===== src/step_translator_pkg.sv =====
/*
 * constants shared by the step and direction translator and its phase table.
 * assumes a single 25 mhz clock domain; step, direction and resolution pins
 * arrive asynchronously from an external controller.
 */
// Overview of operation
// - six-bit index selects one of 64 entries
// - sixteen index positions per full step
// - entry gives magnitude and sign per phase
// - each phase current is a 6-bit code
// - select bits decode full, half, quarter, sixteenth
// - effective select is pin OR register bit
// - register select copies reset to zero
// - resolution only affects step-input movement
// - sixteenth mode moves index by one
// - full step uses only 8,24,40,56
// - half step uses multiples of eight
// - quarter step uses multiples of four
// - resolution change goes to next allowed value
// - index step is 5.625 degrees, zero at phase B
// - index arithmetic wraps modulo 64
package step_translator_pkg;
    localparam int INDEX_W        = 6;                  // index width
    localparam int CODE_W         = 6;                  // converter code width
    localparam logic [5:0] INDEX_RESET = 6'h00;         // index after reset
    localparam logic [5:0] FULL_OFFSET = 6'h08;         // full step sits mid-quadrant
    localparam logic [5:0] CODE_FULL   = 6'h3F;         // largest magnitude code
    localparam logic [1:0] SEL_RESET   = 2'h0;          // register copy reset value
    // step sizes in index units per resolution
    localparam logic [5:0] STEP_FULL    = 6'h10;
    localparam logic [5:0] STEP_HALF    = 6'h08;
    localparam logic [5:0] STEP_QUARTER = 6'h04;
    localparam logic [5:0] STEP_SIXTEEN = 6'h01;
    localparam logic [3:0] QUAD_MAX     = 4'hF;         // last position in a quadrant
    // resolution encodings, high bit then low bit
    localparam logic [1:0] RES_FULL     = 2'h0;
    localparam logic [1:0] RES_HALF     = 2'h1;
    localparam logic [1:0] RES_QUARTER  = 2'h2;
    localparam logic [1:0] RES_SIXTEEN  = 2'h3;
    typedef enum logic [1:0] {MODE_FULL, MODE_HALF, MODE_QUARTER, MODE_SIXTEEN} res_mode_t;
endpackage

===== src/phase_table.sv =====
/*
 * quarter-wave sine table folded into signed currents for both phases.
 * assumes the index is stable; purely combinational lookup.
 */
`timescale 1ns/1ps
module phase_table
    import step_translator_pkg::*;
(
    input  wire logic [INDEX_W-1:0] index_i,        // step angle index
    output logic      [CODE_W-1:0]  mag_a_o,        // phase a magnitude code
    output logic                    neg_a_o,        // phase a negative
    output logic      [CODE_W-1:0]  mag_b_o,        // phase b magnitude code
    output logic                    neg_b_o         // phase b negative
);
    // sine of k*5.625 deg for k = 0..16 scaled to 6 bits, saturating at full code
    function automatic logic [5:0] sine_q(input logic [4:0] k);
        case (k)
            5'h00: sine_q = 6'h00;
            5'h01: sine_q = 6'h06;
            5'h02: sine_q = 6'h0C;
            5'h03: sine_q = 6'h12;
            5'h04: sine_q = 6'h18;
            5'h05: sine_q = 6'h1D;
            5'h06: sine_q = 6'h23;
            5'h07: sine_q = 6'h28;
            5'h08: sine_q = 6'h2D;
            5'h09: sine_q = 6'h31;
            5'h0A: sine_q = 6'h35;
            5'h0B: sine_q = 6'h38;
            5'h0C: sine_q = 6'h3B;
            5'h0D: sine_q = 6'h3D;
            5'h0E: sine_q = 6'h3E;
            5'h0F: sine_q = 6'h3F;
            default: sine_q = CODE_FULL;
        endcase
    endfunction

    wire logic [1:0] quad = index_i[5:4];              // quadrant of the cycle
    wire logic [3:0] pos  = index_i[3:0];              // position inside quadrant
    wire logic [4:0] up   = {1'b0, pos};               // rising part of the sine
    wire logic [4:0] down = 5'h10 - {1'b0, pos};       // falling part

    // phase a rises from zero at index 0 (sine), phase b starts at full (cosine)
    assign mag_a_o = (quad[0]) ? sine_q(down) : sine_q(up);
    assign mag_b_o = (quad[0]) ? sine_q(up)   : sine_q(down);
    assign neg_a_o = quad[1] && (mag_a_o != 6'h00);
    assign neg_b_o = (quad == 2'h1 || quad == 2'h2) && (mag_b_o != 6'h00);
endmodule


===== src/step_direction_translator.sv =====
/*
 * step and direction translator: keeps the 64-position step angle index and
 * drives the two phase current codes from it.
 * assumes step, direction and select pins are asynchronous to clock_i; the
 * serial path delivers register select bits and signed index changes already
 * synchronised and as a one-cycle pulse.
 */
`timescale 1ns/1ps
module step_direction_translator
    import step_translator_pkg::*;
(
    input  wire logic                    clock_i,                     // 25 mhz system clock
    input  wire logic                    arst_n_i,                    // async reset, active low
    input  wire logic                    step_i,                      // step pin
    input  wire logic                    direction_i,                 // direction pin
    input  wire logic                    resolution_select_low_i,     // select pin, low bit
    input  wire logic                    resolution_select_high_i,    // select pin, high bit
    input  wire logic                    cfg_select_we_i,             // write register select copy
    input  wire logic [1:0]              cfg_select_i,                // register select value
    input  wire logic                    serial_change_i,             // apply serial change pulse
    input  wire logic [INDEX_W-1:0]      serial_delta_i,              // two's complement change
    output logic      [INDEX_W-1:0]      step_index_o,                // current step angle index
    output logic      [1:0]              resolution_o,                // effective resolution
    output logic      [CODE_W-1:0]       current_a_o,                 // phase a code
    output logic                         current_a_neg_o,             // phase a sign
    output logic      [CODE_W-1:0]       current_b_o,                 // phase b code
    output logic                         current_b_neg_o              // phase b sign
);
    import step_translator_pkg::*;

    // two-stage synchronisers; the first stage feeds only the second
    logic [3:0] sync1_reg;                          // first stage: step, dir, sel low, sel high
    logic [3:0] sync2_reg;                          // second stage, safe to read
    logic       step_prev_reg;                      // previous synced step level
    logic [1:0] cfg_sel_reg;                        // register copy of the select bits
    logic [5:0] index_reg;                          // step angle index
    logic [5:0] index_next;                         // next index
    logic [5:0] mag_a, mag_b;                       // table outputs
    logic       neg_a, neg_b;

    always_ff @(posedge clock_i or negedge arst_n_i) begin
        if (!arst_n_i) begin
            sync1_reg     <= 4'h0;
            sync2_reg     <= 4'h0;
            step_prev_reg <= 1'b0;
        end else begin
            sync1_reg     <= {resolution_select_high_i, resolution_select_low_i,
                              direction_i, step_i};
            sync2_reg     <= sync1_reg;
            step_prev_reg <= sync2_reg[0];
        end
    end

    wire logic step_s   = sync2_reg[0];                      // synced step level
    wire logic dir_s    = sync2_reg[1];                      // synced direction
    wire logic step_rise = step_s && !step_prev_reg;         // one pulse per edge

    // register copy of the select bits; cleared by reset so pins rule alone
    always_ff @(posedge clock_i or negedge arst_n_i) begin
        if (!arst_n_i) begin
            cfg_sel_reg <= SEL_RESET;
        end else if (cfg_select_we_i) begin
            cfg_sel_reg <= cfg_select_i;
        end
    end

    // effective resolution, pins ORed with the register copy
    wire logic [1:0] res_sel = sync2_reg[3:2] | cfg_sel_reg;
    res_mode_t mode;
    assign mode = res_mode_t'(res_sel);

    // step size per resolution
    function automatic logic [5:0] step_size(input res_mode_t m);
        case (m)
            MODE_FULL:    step_size = STEP_FULL;
            MODE_HALF:    step_size = STEP_HALF;
            MODE_QUARTER: step_size = STEP_QUARTER;
            MODE_SIXTEEN: step_size = STEP_SIXTEEN;
            default:      step_size = STEP_SIXTEEN;
        endcase
    endfunction

    // next allowed grid value in the chosen direction; the grid is spaced by
    // size and offset by off. rounding from off-grid values lands on the
    // nearest grid point beyond, so a resolution change settles in one edge.
    function automatic logic [5:0] next_on_grid(input logic [5:0] cur,
                                                input logic [5:0] size,
                                                input logic [5:0] off,
                                                input logic       fwd);
        logic [5:0] rel;
        logic [5:0] mask;
        logic [5:0] base;
        rel  = 6'h00;
        mask = 6'h00;
        base = 6'h00;
        rel  = cur - off;
        mask = ~(size - 6'h01);
        base = rel & mask;                                     // grid point at or below
        if (fwd) begin
            next_on_grid = base + size + off;
        end else if (base != rel) begin
            next_on_grid = base + off;                         // off grid: drop to it
        end else begin
            next_on_grid = base - size + off;
        end
    endfunction

    wire logic [5:0] size_sel = step_size(mode);
    wire logic [5:0] off_sel  = (mode == MODE_FULL) ? FULL_OFFSET : INDEX_RESET;
    wire logic [5:0] step_target =
        next_on_grid(index_reg, size_sel, off_sel, dir_s);

    // serial change ignores resolution; step edge wins if both coincide
    always_comb begin
        index_next = index_reg;
        if (step_rise) begin
            index_next = step_target;
        end else if (serial_change_i) begin
            index_next = index_reg + serial_delta_i;
        end
    end

    always_ff @(posedge clock_i or negedge arst_n_i) begin
        if (!arst_n_i) begin
            index_reg <= INDEX_RESET;
        end else begin
            index_reg <= index_next;
        end
    end

    phase_table u_table (
        .index_i (index_next),
        .mag_a_o (mag_a),
        .neg_a_o (neg_a),
        .mag_b_o (mag_b),
        .neg_b_o (neg_b)
    );

    // registered index and phase outputs track the index register one-for-one; resolution_o registers res_sel
    always_ff @(posedge clock_i or negedge arst_n_i) begin
        if (!arst_n_i) begin
            step_index_o    <= INDEX_RESET;
            resolution_o    <= RES_FULL;
            current_a_o     <= 6'h00;                          // index 0: a is zero
            current_a_neg_o <= 1'b0;
            current_b_o     <= CODE_FULL;                      // index 0: b full positive
            current_b_neg_o <= 1'b0;
        end else begin
            step_index_o    <= index_next;
            resolution_o    <= res_sel;
            current_a_o     <= mag_a;
            current_a_neg_o <= neg_a;
            current_b_o     <= mag_b;
            current_b_neg_o <= neg_b;
        end
    end

    // assertions
    index_moves_a: assert property (@(posedge clock_i) disable iff (!arst_n_i)
        (step_rise && mode == MODE_SIXTEEN && dir_s) |=> index_reg == $past(index_reg) + 6'h01)
        else $error("sixteenth forward step did not add one");
    index_back_a: assert property (@(posedge clock_i) disable iff (!arst_n_i)
        (step_rise && mode == MODE_SIXTEEN && !dir_s) |=> index_reg == $past(index_reg) - 6'h01)
        else $error("sixteenth reverse step did not subtract one");
    full_grid_a: assert property (@(posedge clock_i) disable iff (!arst_n_i)
        (step_rise && mode == MODE_FULL) |=> index_reg[3:0] == 4'h8)
        else $error("full step left the 45 degree positions");
    half_grid_a: assert property (@(posedge clock_i) disable iff (!arst_n_i)
        (step_rise && mode == MODE_HALF) |=> index_reg[2:0] == 3'h0)
        else $error("half step left the multiples of eight");
    quarter_grid_a: assert property (@(posedge clock_i) disable iff (!arst_n_i)
        (step_rise && mode == MODE_QUARTER) |=> index_reg[1:0] == 2'h0)
        else $error("quarter step left the multiples of four");
    serial_move_a: assert property (@(posedge clock_i) disable iff (!arst_n_i)
        (serial_change_i && !step_rise) |=> index_reg == $past(index_reg) + $past(serial_delta_i))
        else $error("serial change not applied modulo 64");
    hold_still_a: assert property (@(posedge clock_i) disable iff (!arst_n_i)
        (!step_rise && !serial_change_i) |=> $stable(index_reg))
        else $error("index moved without a cause");
    step_once_a: assert property (@(posedge clock_i) disable iff (!arst_n_i)
        step_rise |=> !step_rise)
        else $error("one step edge gave two updates");
    select_or_a: assert property (@(posedge clock_i) disable iff (!arst_n_i)
        1'b1 |=> resolution_o == ($past(sync2_reg[3:2]) | $past(cfg_sel_reg)))
        else $error("resolution is not pin OR register");
    axis_point_a: assert property (@(posedge clock_i) disable iff (!arst_n_i)
        (step_index_o[3:0] == 4'h0) |-> ((current_a_o == 6'h00) != (current_b_o == 6'h00)))
        else $error("axis index does not put exactly one phase at zero");
endmodule


===== config.mk =====
export PLATFORM = sky130hd
export DESIGN_NAME = step_direction_translator
export DESIGN_NICKNAME = d
export VERILOG_FILES = /design/src/step_translator_pkg.sv /design/src/phase_table.sv /design/src/step_direction_translator.sv
export SDC_FILE = /design/constraint.sdc
export NUM_CORES = 1
export LEC_CHECK = 0
export ABC_AREA = 1
export ABC_CLOCK_PERIOD_IN_PS = 7700
export BUFFER_PORTS_ARGS = -buffer_cell sky130_fd_sc_hd__buf_2
export CELL_PAD_IN_SITES_DETAIL_PLACEMENT = 0
export CELL_PAD_IN_SITES_GLOBAL_PLACEMENT = 1
export CORE_ASPECT_RATIO = 1.5
export CORE_UTILIZATION = 40
export CTS_CLUSTER_DIAMETER = 200
export CTS_CLUSTER_SIZE = 10
export DETAILED_ROUTE_END_ITERATION = 8
export HOLD_SLACK_MARGIN = 0.12
export PLACE_DENSITY = 0.85
export SLEW_MARGIN = 20
export SYNTH_ARGS = -nofsm -noshare
export SYNTH_HDL_FRONTEND = slang
export SYNTH_SLANG_ARGS = --single-unit

===== constraint.sdc =====
create_clock -name clock_i -period 7.7 [get_ports clock_i]
set_clock_uncertainty 0.05 [all_clocks]
set_input_delay 1.54 -clock clock_i [delete_from_list [all_inputs] [get_ports clock_i]]
set_output_delay 1.54 -clock clock_i [all_outputs]
set_load 0.05 [all_outputs]

==> results of run 1 <==
Yosys cell counts:
library cell | count | area [µm²]
inv_2 | 5 | 18.8
nand2_2 | 5 | 31.3
o221ai_1 | 1 | 8.76
a21o_1 | 1 | 7.51
dfrtp_1 | 27 | 676
a31oi_1 | 1 | 6.26
nor2_1 | 16 | 60.1
ha_1 | 27 | 338
dfstp_2 | 6 | 158
nor2_4 | 2 | 22.5
fa_1 | 3 | 60.1
nand2_4 | 5 | 56.3
nand2_1 | 77 | 289
buf_4 | 3 | 22.5
nor3_1 | 4 | 20.0
mux2i_1 | 1 | 10.0
a21oi_4 | 1 | 16.3
nand4_4 | 1 | 21.3
o21ai_2 | 3 | 26.3
nand3_2 | 1 | 10.0
nand3_1 | 36 | 180
buf_2 | 1 | 5.00
a21oi_1 | 13 | 65.1
a211oi_1 | 2 | 15.0
conb_1 | 1 | 3.75
buf_6 | 1 | 11.3
nand4_1 | 11 | 68.8
o21ai_1 | 2 | 10.0
xnor2_1 | 2 | 17.5
o211ai_1 | 3 | 22.5
xor2_1 | 7 | 61.3
o21ai_0 | 14 | 70.1
mux2_2 | 2 | 22.5
inv_1 | 52 | 195
area by class of cell:
class / instances / area (µm²) / share of cell area, %
clock buffers: 7 / 96.3 / 3.27
clock inverters: 1 / 5.00 / 0.170
inverters: 57 / 214 / 7.26
multi-input cells: 242 / 1520 / 51.6
flip-flops and latches: 33 / 833 / 28.3
well taps: 74 / 92.6 / 3.14
repair buffers: 37 / 185 / 6.28
path summary, 6_finish.rpt:
check	slack, ns	endpoint	depth (start not counted)
min in group asynchronous	1.25	sync2_reg[3]$_DFF_PN0_	1
setup / recovery	3.70	current_a_neg_o$_DFF_PN0_	18
hold reg to reg	0.29	sync2_reg[3]$_DFF_PN0_	0
hold / removal	0.29	sync2_reg[3]$_DFF_PN0_	0
setup reg to reg	3.74	current_a_neg_o$_DFF_PN0_	21
max in group asynchronous	5.87	step_index_o[3]$_DFF_PN0_	1
through the flow:
stage / hold slack, ns / setup slack [ns] / cells / cell area, µm² / util, %
after floorplan: 0.281 / 3.80 / 337 / 2610 / -
after CTS: 0.294 / 3.71 / 451 / 2950 / 47.4
final: 0.292 / 3.70 / 451 / 2950 / 47.4
after global routing: 0.311 / 3.40 / 451 / 2950 / 47.4
after global placement: 0.283 / 3.43 / 443 / 2850 / 45.8
after detailed placement: 0.290 / 3.42 / 443 / 2850 / 45.8
per-layer routing:
metal  track usage [%]  vias to the layer above  share of wire, %
li1                  -                     1168                 -
met1              19.2                     1048                37
met2              38.8                       33                56
met3              2.60                       21               1.9
met4              10.1                        0               4.1
met5                 0                        -                 0
cell families (layout without fill, tap and decap cells):
group,after synthesis,after routing,share of synthesized area (%)
fa+ha+maj,30,30,15.3
compound gates,41,41,9.51
buf+inv,62,102,9.70
flops,33,33,32.0
other cells,1,1,0.144
xor+xnor,9,9,3.02
mux,3,3,1.25
simple gates,158,158,29.1
placed cells by master, fill, tap and decap left out, drive strengths merged, types with 2 or more instances in the layout:
cell    count
a211oi      2
o21ai      19
nand4      12
xnor2       2
nor2       18
a21oi      14
inv        57
nor3        4
buf        37
mux2        2
nand2      87
dfstp       6
clkbuf      7
o211ai      3
nand3      37
xor2        7
ha         27
dfrtp      27
fa          3
worst max-delay path, cell delays in order:
cell and delay, ns:
buf_2 0.10, ha_1 0.21, fa_1 0.49, nor2_1 0.05
a211oi_1 0.35, a21oi_4 0.13, ha_1 0.27, inv_1 0.09
nand3_1 0.12, nand2_1 0.19, nand2_1 0.07, nand2_1 0.09
nand2_1 0.08, nand4_1 0.08, nand2_1 0.10, nand3_1 0.09
nor2_1 0.04, nor2_1 0.07
power by group:
group / switching, W / internal [W]
combinational: 0.000557 / 0.000224
sequential: 0.0000275 / 0.000238
clock: 0.0000667 / 0.0000809
==> impl_metrics.ini, run 1 <==
[run_status]
status = finished, final reports clean

[drt]
ant_nets = 0
routed_wl_um = 6240
via_per_inst = 5.03
drt_iter0_drc = 70
dr.pass1.iters = 4
drc = 0
dr_total_vias = 2270
wl_per_cell_um = 13.8

[pwr]
p_total_w = 0.00119
power.density_nw_per_um2 = 405
p_leak_nw = 1.60
ir_drop_uv = 196

[logic_synthesis]
ys_warn_count = 0
ys_seq_area_share_pct = 32.0
synth_cells = 337
avgSynthCellArea_um2 = 7.73
synth-seq-cells = 33
syn_area_um2 = 2610
ys_types = 34
syn_nets = 383

[cells_and_area]
top_regs = current_a_o (6), current_b_o (6), step_index_o (6)
n_fill_cell = 643
fin_nets = 422
antenna_cells = 0
layout-drive-gt1-share_pct = 20.2
synthToLayoutAreaGrowth_pct = 13.1

[critical_path]
startpoint = serial_delta_i[0]
r2r-start = cfg_sel_reg[1]$_DFFE_PN0P_
path_class = input pin to register
critPathCaptureType = register
required_ns = 7.87
arrival_ns = 4.17
cp_max_fo = 8
cp-start-kind = input pin

[global_route]
antenna_found_initial = 0
grt.total_usage_pct = 19.9
grt_pass1_wl_um = 10100
grt_start_max_net_pins = 34
grt-ovfl-total = 0
grt_pass1_vias = 2313

[cts]
numCtsBuffers = 5
h-tree-depth = 2
cts_hold_buf = 0
cts_root_buf = clkbuf_8
ctsResizeCount = 0
clk_path_buf_depth = 2
clk_latency_ns = 0.28
tritoncts_num_sinks = 33
cts_tree = yes
post_cts_buffers = 0
path_clk_slew_ns = 0.08

[floorplanning]
core_um2 = 6220
fp.dieH_um = 101
die-area_um2 = 6850
row_count = 35
ioPinCount = 38
start_util_pct = 41.9
die_w_um = 67.9

[sta]
tns_ns = 0
slew_headroom_pct = 51.9
tightest_slew_ns = 0.722
post-route-min-period_ns = 4.00
setup_violations = 0
fmax_mhz = 250
finalCritPeriodShare_pct = 52.0
hold_viol_final = 0
slew_violations = 0
rsz0062_at_grt = false

[placement]
io_buffers = 37
dpl.hpwl_um = 5040
gp_congestion = 0.903

[run]
maxCapViolCount = 0

[hold_path]
min_from = sync1_reg[3]$_DFF_PN0_
hp-class = register to register
(Power assumes the default switching activity.)
==> run 2: changes to the inputs <==
--- a/config.mk
+++ b/config.mk
@@ -6,7 +6,7 @@
 export NUM_CORES = 1
 export LEC_CHECK = 0
 export ABC_AREA = 1
-export ABC_CLOCK_PERIOD_IN_PS = 7700
+export ABC_CLOCK_PERIOD_IN_PS = 4200
 export BUFFER_PORTS_ARGS = -buffer_cell sky130_fd_sc_hd__buf_2
 export CELL_PAD_IN_SITES_DETAIL_PLACEMENT = 0
 export CELL_PAD_IN_SITES_GLOBAL_PLACEMENT = 1
==> constraint.sdc (replaced) <==
create_clock -name clock_i -period 4.2 [get_ports clock_i]
set_clock_uncertainty 0.05 [all_clocks]
set_input_delay 0.84 -clock clock_i [delete_from_list [all_inputs] [get_ports clock_i]]
set_output_delay 0.84 -clock clock_i [all_outputs]
set_load 0.05 [all_outputs]
==> run 2 against run 1 <==
Compared with the run above: cell count rose by 0.22%; die area did not move; critical endpoint is now current_b_neg_o$_DFF_PN0_; clock-buffer cell count fell by 1; clock power rose by 120%; largest power group unchanged; highest routed layer unchanged.
==> impl_metrics.ini, run 2 (synthesis gave the netlist of run 1 again) <==
[critical_path]
r2r-start = cfg_sel_reg[1]$_DFFE_PN0P_
path_class = register to register
arrival_ns = 3.87
slowest_stage = fa_1
cp-start-kind = register
r2r.worst_path.cells = 23
r2r_slack_ns = 0.45
path_common_cell = inv_1
reg2reg_to = current_b_neg_o$_DFF_PN0_
max_stage_delay_ns = 0.54
crit_path_cell_trace = nor2_4, nand2_2, inv_1, ha_1, inv_1, nand2_1, fa_1, inv_1, ha_1, nand2_1, inv_1, o21ai_0, inv_1, nand2_1, nand2_4, inv_1, nand2_2, nand2_4, nand4_1, o21ai_1, nand3_1, nor2_1, nor2_1
required_ns = 4.33
cp_max_fo = 10
critPathCaptureType = register

[cts]
clk_latency_ns = 0.29
numCtsBuffers = 5
cts_root_buf = clkbuf_8
post_cts_buffers = 0
clk_path_buf_depth = 2
h-tree-depth = 2
path_clk_slew_ns = 0.08
cts_tree = yes
cts_hold_buf = 0
ctsResizeCount = 0
tritoncts_num_sinks = 33

[sta]
tightest_slew_ns = 0.713
fmax_mhz = 267
slew_violations = 0
holdWs_ns = 0.289
hold_viol_final = 0
finalCritPeriodShare_pct = 89.2
post-route-min-period_ns = 3.75
fin_ws_ns = 0.452
setup_violations = 0
rsz0062_at_grt = false
slew_headroom_pct = 52.4
tns_ns = 0

[placement]
placed_area_um2 = 2850
io_buffers = 37
gp_congestion = 0.880
dpl.hpwl_um = 5180
pre_cts_slack_ns = 0.373

[drt]
routed_wl_um = 6310
ant_nets = 0
dr.pass1.iters = 4
via_per_inst = 5.01
drc = 0
drt_iter0_drc = 99
wl_per_cell_um = 14.0
dr_total_vias = 2264

[run_status]
status = finished, final reports clean

[cells_and_area]
top_regs = current_a_o (6), current_b_o (6), step_index_o (6)
layout-drive-gt1-share_pct = 20.9
mostFrequentLayoutCell = nand2_1
synthToLayoutAreaGrowth_pct = 14.4
fin_area_um2 = 2980
antenna_cells = 0
final_cell_mix = nand2_1 (76), inv_1 (52), buf_2 (37)
n_fill_cell = 647
fin_nets = 423

[global_route]
grt_pass1_wl_um = 10200
antenna_found_initial = 0
grt_start_max_net_pins = 34
grt.total_usage_pct = 20.1
grt-ovfl-total = 0
grt_pass1_vias = 2247

[floorplanning]
die_w_um = 67.9
core_um2 = 6220
fp.dieH_um = 101
ioPinCount = 38
start_util_pct = 41.9
die-area_um2 = 6850
row_count = 35

[hold_path]
hp-class = register to register
whs_endpoint = sync2_reg[2]$_DFF_PN0_
min_from = sync1_reg[2]$_DFF_PN0_
holdPathStages = 0

[pwr]
ir_drop_uv = 341
power.density_nw_per_um2 = 754
p_leak_nw = 1.61

[run]
maxCapViolCount = 0
## run 2: changes by cell type in the layout (fill, tap and decap cells not counted)
| cell | change |
|---|---|
| buf_4 | +1 |
| bufinv_16 | +1 |
| clkbuf_8 | -1 |
| clkinv_2 | -1 |
| clkinvlp_4 | +1 |
| nand2_1 | -1 |
| nand2_2 | +1 |
| nand3_1 | -1 |
| nand3_2 | +1 |
## run 2: critical path, delay by kind of cell (launching register included)
family                   cells  cell delay, ns
AND/OR/NAND/NOR             12            1.28
adder cells (fa/ha/maj)      3            1.07
buffers and inverters        6            0.51
flip-flops                   1            0.41
AO/OA/AOI/OAI                2            0.29
## run 2: final cells by class
type | instances | area, µm² | share of cell area [%]
Inverter | 57 | 214 | 7.18
Timing Repair Buffer | 38 | 193 | 6.47
Tap cell | 74 | 92.6 | 3.11
Clock buffer | 6 | 82.6 | 2.77
Clock inverter | 2 | 37.5 | 1.26
Sequential cell | 33 | 833 | 28.0
Multi-Input combinational cell | 242 | 1530 | 51.3
## run 2: worst max-delay path by stage
| stage | startpoint | end | slack [ns] | cells past startpoint |
|---|---|---|---|---|
| finish | cfg_sel_reg[1]$_DFFE_PN0P_ | current_b_neg_o$_DFF_PN0_ | 0.45 | 23 |
| global route | cfg_sel_reg[1]$_DFFE_PN0P_ | current_b_neg_o$_DFF_PN0_ | 0.1 | 23 |
| CTS | cfg_sel_reg[1]$_DFFE_PN0P_ | current_b_neg_o$_DFF_PN0_ | 0.34 | 23 |
| detailed placement | cfg_sel_reg[1]$_DFFE_PN0P_ | current_b_neg_o$_DFF_PN0_ | 0.37 | 23 |
| global placement | cfg_sel_reg[1]$_DFFE_PN0P_ | current_b_neg_o$_DFF_PN0_ | 0.48 | 23 |
| floorplan | step_index_o[3]$_DFF_PN0_ | current_a_neg_o$_DFF_PN0_ | 0.78 | 21 |
## run 2: where the power goes
group | internal, W | leakage [nW] | total [W] | switching, W
sequential | 0.000437 | 0.373 | 0.000486 | 0.0000494
combinational | 0.000416 | 1.18 | 0.00144 | 0.00102
clock | 0.000193 | 0.0574 | 0.000320 | 0.000127
## run 2: through the flow
step / cells / util (%) / power (W)
2_1_floorplan: 337 / - / 0.00163
5_1_grt: 452 / 47.9 / 0.00245
3_5_place_dp: 444 / 45.9 / 0.00194
4_1_cts: 452 / 47.8 / 0.00227
3_3_place_gp: 444 / 45.9 / 0.00193
6_report: 452 / 47.9 / 0.00225
## run 2: layer usage
layer  up-vias  part of all wire, %  global-route usage [%]
li1       1174                    -                       -
met1      1042                   39                    20.1
met2        33                   57                    38.8
met3        15                  1.9                    3.05
met4         0                  2.9                    8.81
met5         -                    0                       0
==> run 3: changes to the inputs <==
--- a/config.mk
+++ b/config.mk
@@ -16,8 +16,9 @@
 export CTS_CLUSTER_SIZE = 10
 export DETAILED_ROUTE_END_ITERATION = 8
 export HOLD_SLACK_MARGIN = 0.12
-export PLACE_DENSITY = 0.85
+export PLACE_DENSITY = 0.86
 export SLEW_MARGIN = 20
 export SYNTH_ARGS = -nofsm -noshare
 export SYNTH_HDL_FRONTEND = slang
+export SYNTH_HIERARCHICAL = 1
 export SYNTH_SLANG_ARGS = --single-unit
==> run 3 against run 2 <==
Compared with the run above: design area grew 3.2%; global-route usage shrank 0.97 points; clock power shrank 32%; die area grew 4.8%.
==> impl_metrics.ini, run 3 <==
[cells_and_area]
final_cell_mix = nand2_1 (98), inv_1 (56), buf_2 (37)
synthToLayoutAreaGrowth_pct = 12.4
mostFrequentLayoutCell = nand2_1
n_fill_cell = 698
top_regs = current_a_o (6), current_b_o (6), step_index_o (6)
fin_nets = 459
layout-drive-gt1-share_pct = 20.5
antenna_cells = 0

[cts]
clk_path_buf_depth = 2
path_clk_slew_ns = 0.07
cts_root_buf = clkbuf_8
post_cts_buffers = 0
tritoncts_num_sinks = 33
numCtsBuffers = 5
cts_hold_buf = 0
cts_tree = yes
clk_latency_ns = 0.28
h-tree-depth = 2
ctsResizeCount = 0

[critical_path]
crit_path_cell_trace = inv_2, nand2_4, nor2_8, ha_1, nor2_1, a21oi_1, ha_1, inv_1, ha_1, xor2_1, nand2_1, nand3_1, nand2_1, nand2_1, nand2_1, a21oi_1, a22oi_1, nand2_1, nand2_1, nand3_1, nor2_1, nor2_1
path_common_cell = nand2_1
critPathCaptureType = register
cp-start-kind = register
path_class = register to register
required_ns = 4.31
max_stage_delay_ns = 0.39
arrival_ns = 3.78
cp_num_buf_inv = 2
slowest_stage = dfrtp_1
cpLargestDelayFamily = simple AND/OR/NAND/NOR gates
cp_max_fo = 9

[run]
maxCapViolCount = 0

[pwr]
ir_drop_uv = 350
power.density_nw_per_um2 = 781
p_leak_nw = 1.73

[global_route]
antenna_found_initial = 0
grt_pass1_wl_um = 10800
grt-ovfl-total = 0
grt_start_max_net_pins = 34
grt.total_usage_pct = 19.1
grt_pass1_vias = 2460

[sta]
slew_violations = 0
finalCritPeriodShare_pct = 87.5
setup_violations = 0
slew_headroom_pct = 54.1
rsz0062_at_grt = false
fmax_mhz = 272
hold_viol_final = 0
tightest_slew_ns = 0.689
tns_ns = 0
post-route-min-period_ns = 3.67
fin_ws_ns = 0.526

[drt]
drc = 0
dr_total_vias = 2426
dr.pass1.iters = 4
via_per_inst = 4.94
ant_nets = 0
drt_iter0_drc = 106
routed_wl_um = 6530
wl_per_cell_um = 13.3

[logic_synthesis]
ys_types = 36
syn_area_um2 = 2740
ys_seq_area_share_pct = 30.5
synth.area.top_cells = dfrtp_1 (25%), nand2_1 (13%), ha_1 (12%), inv_1 (7.7%), dfstp_2 (5.8%)
synth_top_area_share_pct = 24.7
avgSynthCellArea_um2 = 7.33
synth_flop_cell = dfrtp_1
synthTopCellsByCount = nand2_1 (98), inv_1 (56), nand3_1 (28), dfrtp_1 (27), ha_1 (27)
syn_nets = 418
async_reset_ff_share_pct = 100
synth_cells = 373
synth_edf_count = 0
yosys.area.top_type = dfrtp_1
ys_warn_count = 6
synth_most_common_cell = nand2_1
synth-seq-cells = 33

[floorplanning]
core_um2 = 6530
ioPinCount = 38
start_util_pct = 41.9
row_count = 36
die_w_um = 69.5
die-area_um2 = 7180
fp.dieH_um = 103

[placement]
gp_congestion = 0.899
pre_cts_slack_ns = 0.499
dpl.hpwl_um = 5590
io_buffers = 37

[hold_path]
hp-class = register to register

[run_status]
status = finished, final reports clean
[run 3: kinds of logic (layout without fill, tap and decap cells)]
kind of cell | after synthesis | in the layout | synth area share [%]
AND/OR/NAND/NOR | 188 | 188 | 33.8
buffers and inverters | 71 | 113 | 10.6
AO/OA/AOI/OAI | 43 | 43 | 8.69
flip-flops | 33 | 33 | 30.5
adder cells (fa/ha/maj) | 29 | 29 | 13.8
XOR/XNOR | 8 | 8 | 2.56
other | 1 | 1 | 0.137
[run 3: cell type report]
type	count	area [µm²]	share of cell area (%)
clock inverters	2	10.0	0.325
clock buffers	6	72.6	2.36
well taps	76	95.1	3.09
flip-flops and latches	33	833	27.1
inverters	65	244	7.93
repair buffers	40	208	6.75
multi-input cells	269	1610	52.4
[run 3: worst paths after layout]
check                                             from                   endpoint  slack (ns)  depth (start not counted)
worst max-delay path            sync2_reg[3]$_DFF_PN0_  current_b_neg_o$_DFF_PN0_        0.53                         22
worst min-delay path            sync1_reg[1]$_DFF_PN0_     sync2_reg[1]$_DFF_PN0_        0.29                          0
worst max register to register  sync2_reg[3]$_DFF_PN0_  current_b_neg_o$_DFF_PN0_        0.53                         22
worst min register to register  sync1_reg[1]$_DFF_PN0_     sync2_reg[1]$_DFF_PN0_        0.29                          0
max in group asynchronous                     arst_n_i  step_index_o[2]$_DFF_PN0_        3.10                          1
min in group asynchronous                     arst_n_i     sync1_reg[2]$_DFF_PN0_        0.55                          1
[run 3: where the power goes]
part	internal (W)	switching, W	total [W]
Combinational	0.000495	0.00119	0.00168
Clock	0.000114	0.000104	0.000219
Sequential	0.000441	0.0000622	0.000503
[run 3: layer usage]
layer	share of wire, %	global-route usage [%]
met2	60	41.2
met5	0	0
met4	2.5	8.01
met3	1.8	2.03
met1	36	17.9
[run 3: stage by stage]
stage | hold slack [ns] | area, µm² | util [%] | cells | power [W]
floorplan | 0.281 | 2740 | - | 373 | 0.00182
CTS | 0.291 | 3080 | 47.1 | 491 | 0.00242
global route | 0.302 | 3080 | 47.1 | 491 | 0.00263
finish | 0.288 | 3080 | 47.1 | 491 | 0.00240
global placement | 0.285 | 2990 | 45.8 | 483 | 0.00218
detailed placement | 0.286 | 2990 | 45.8 | 483 | 0.00220
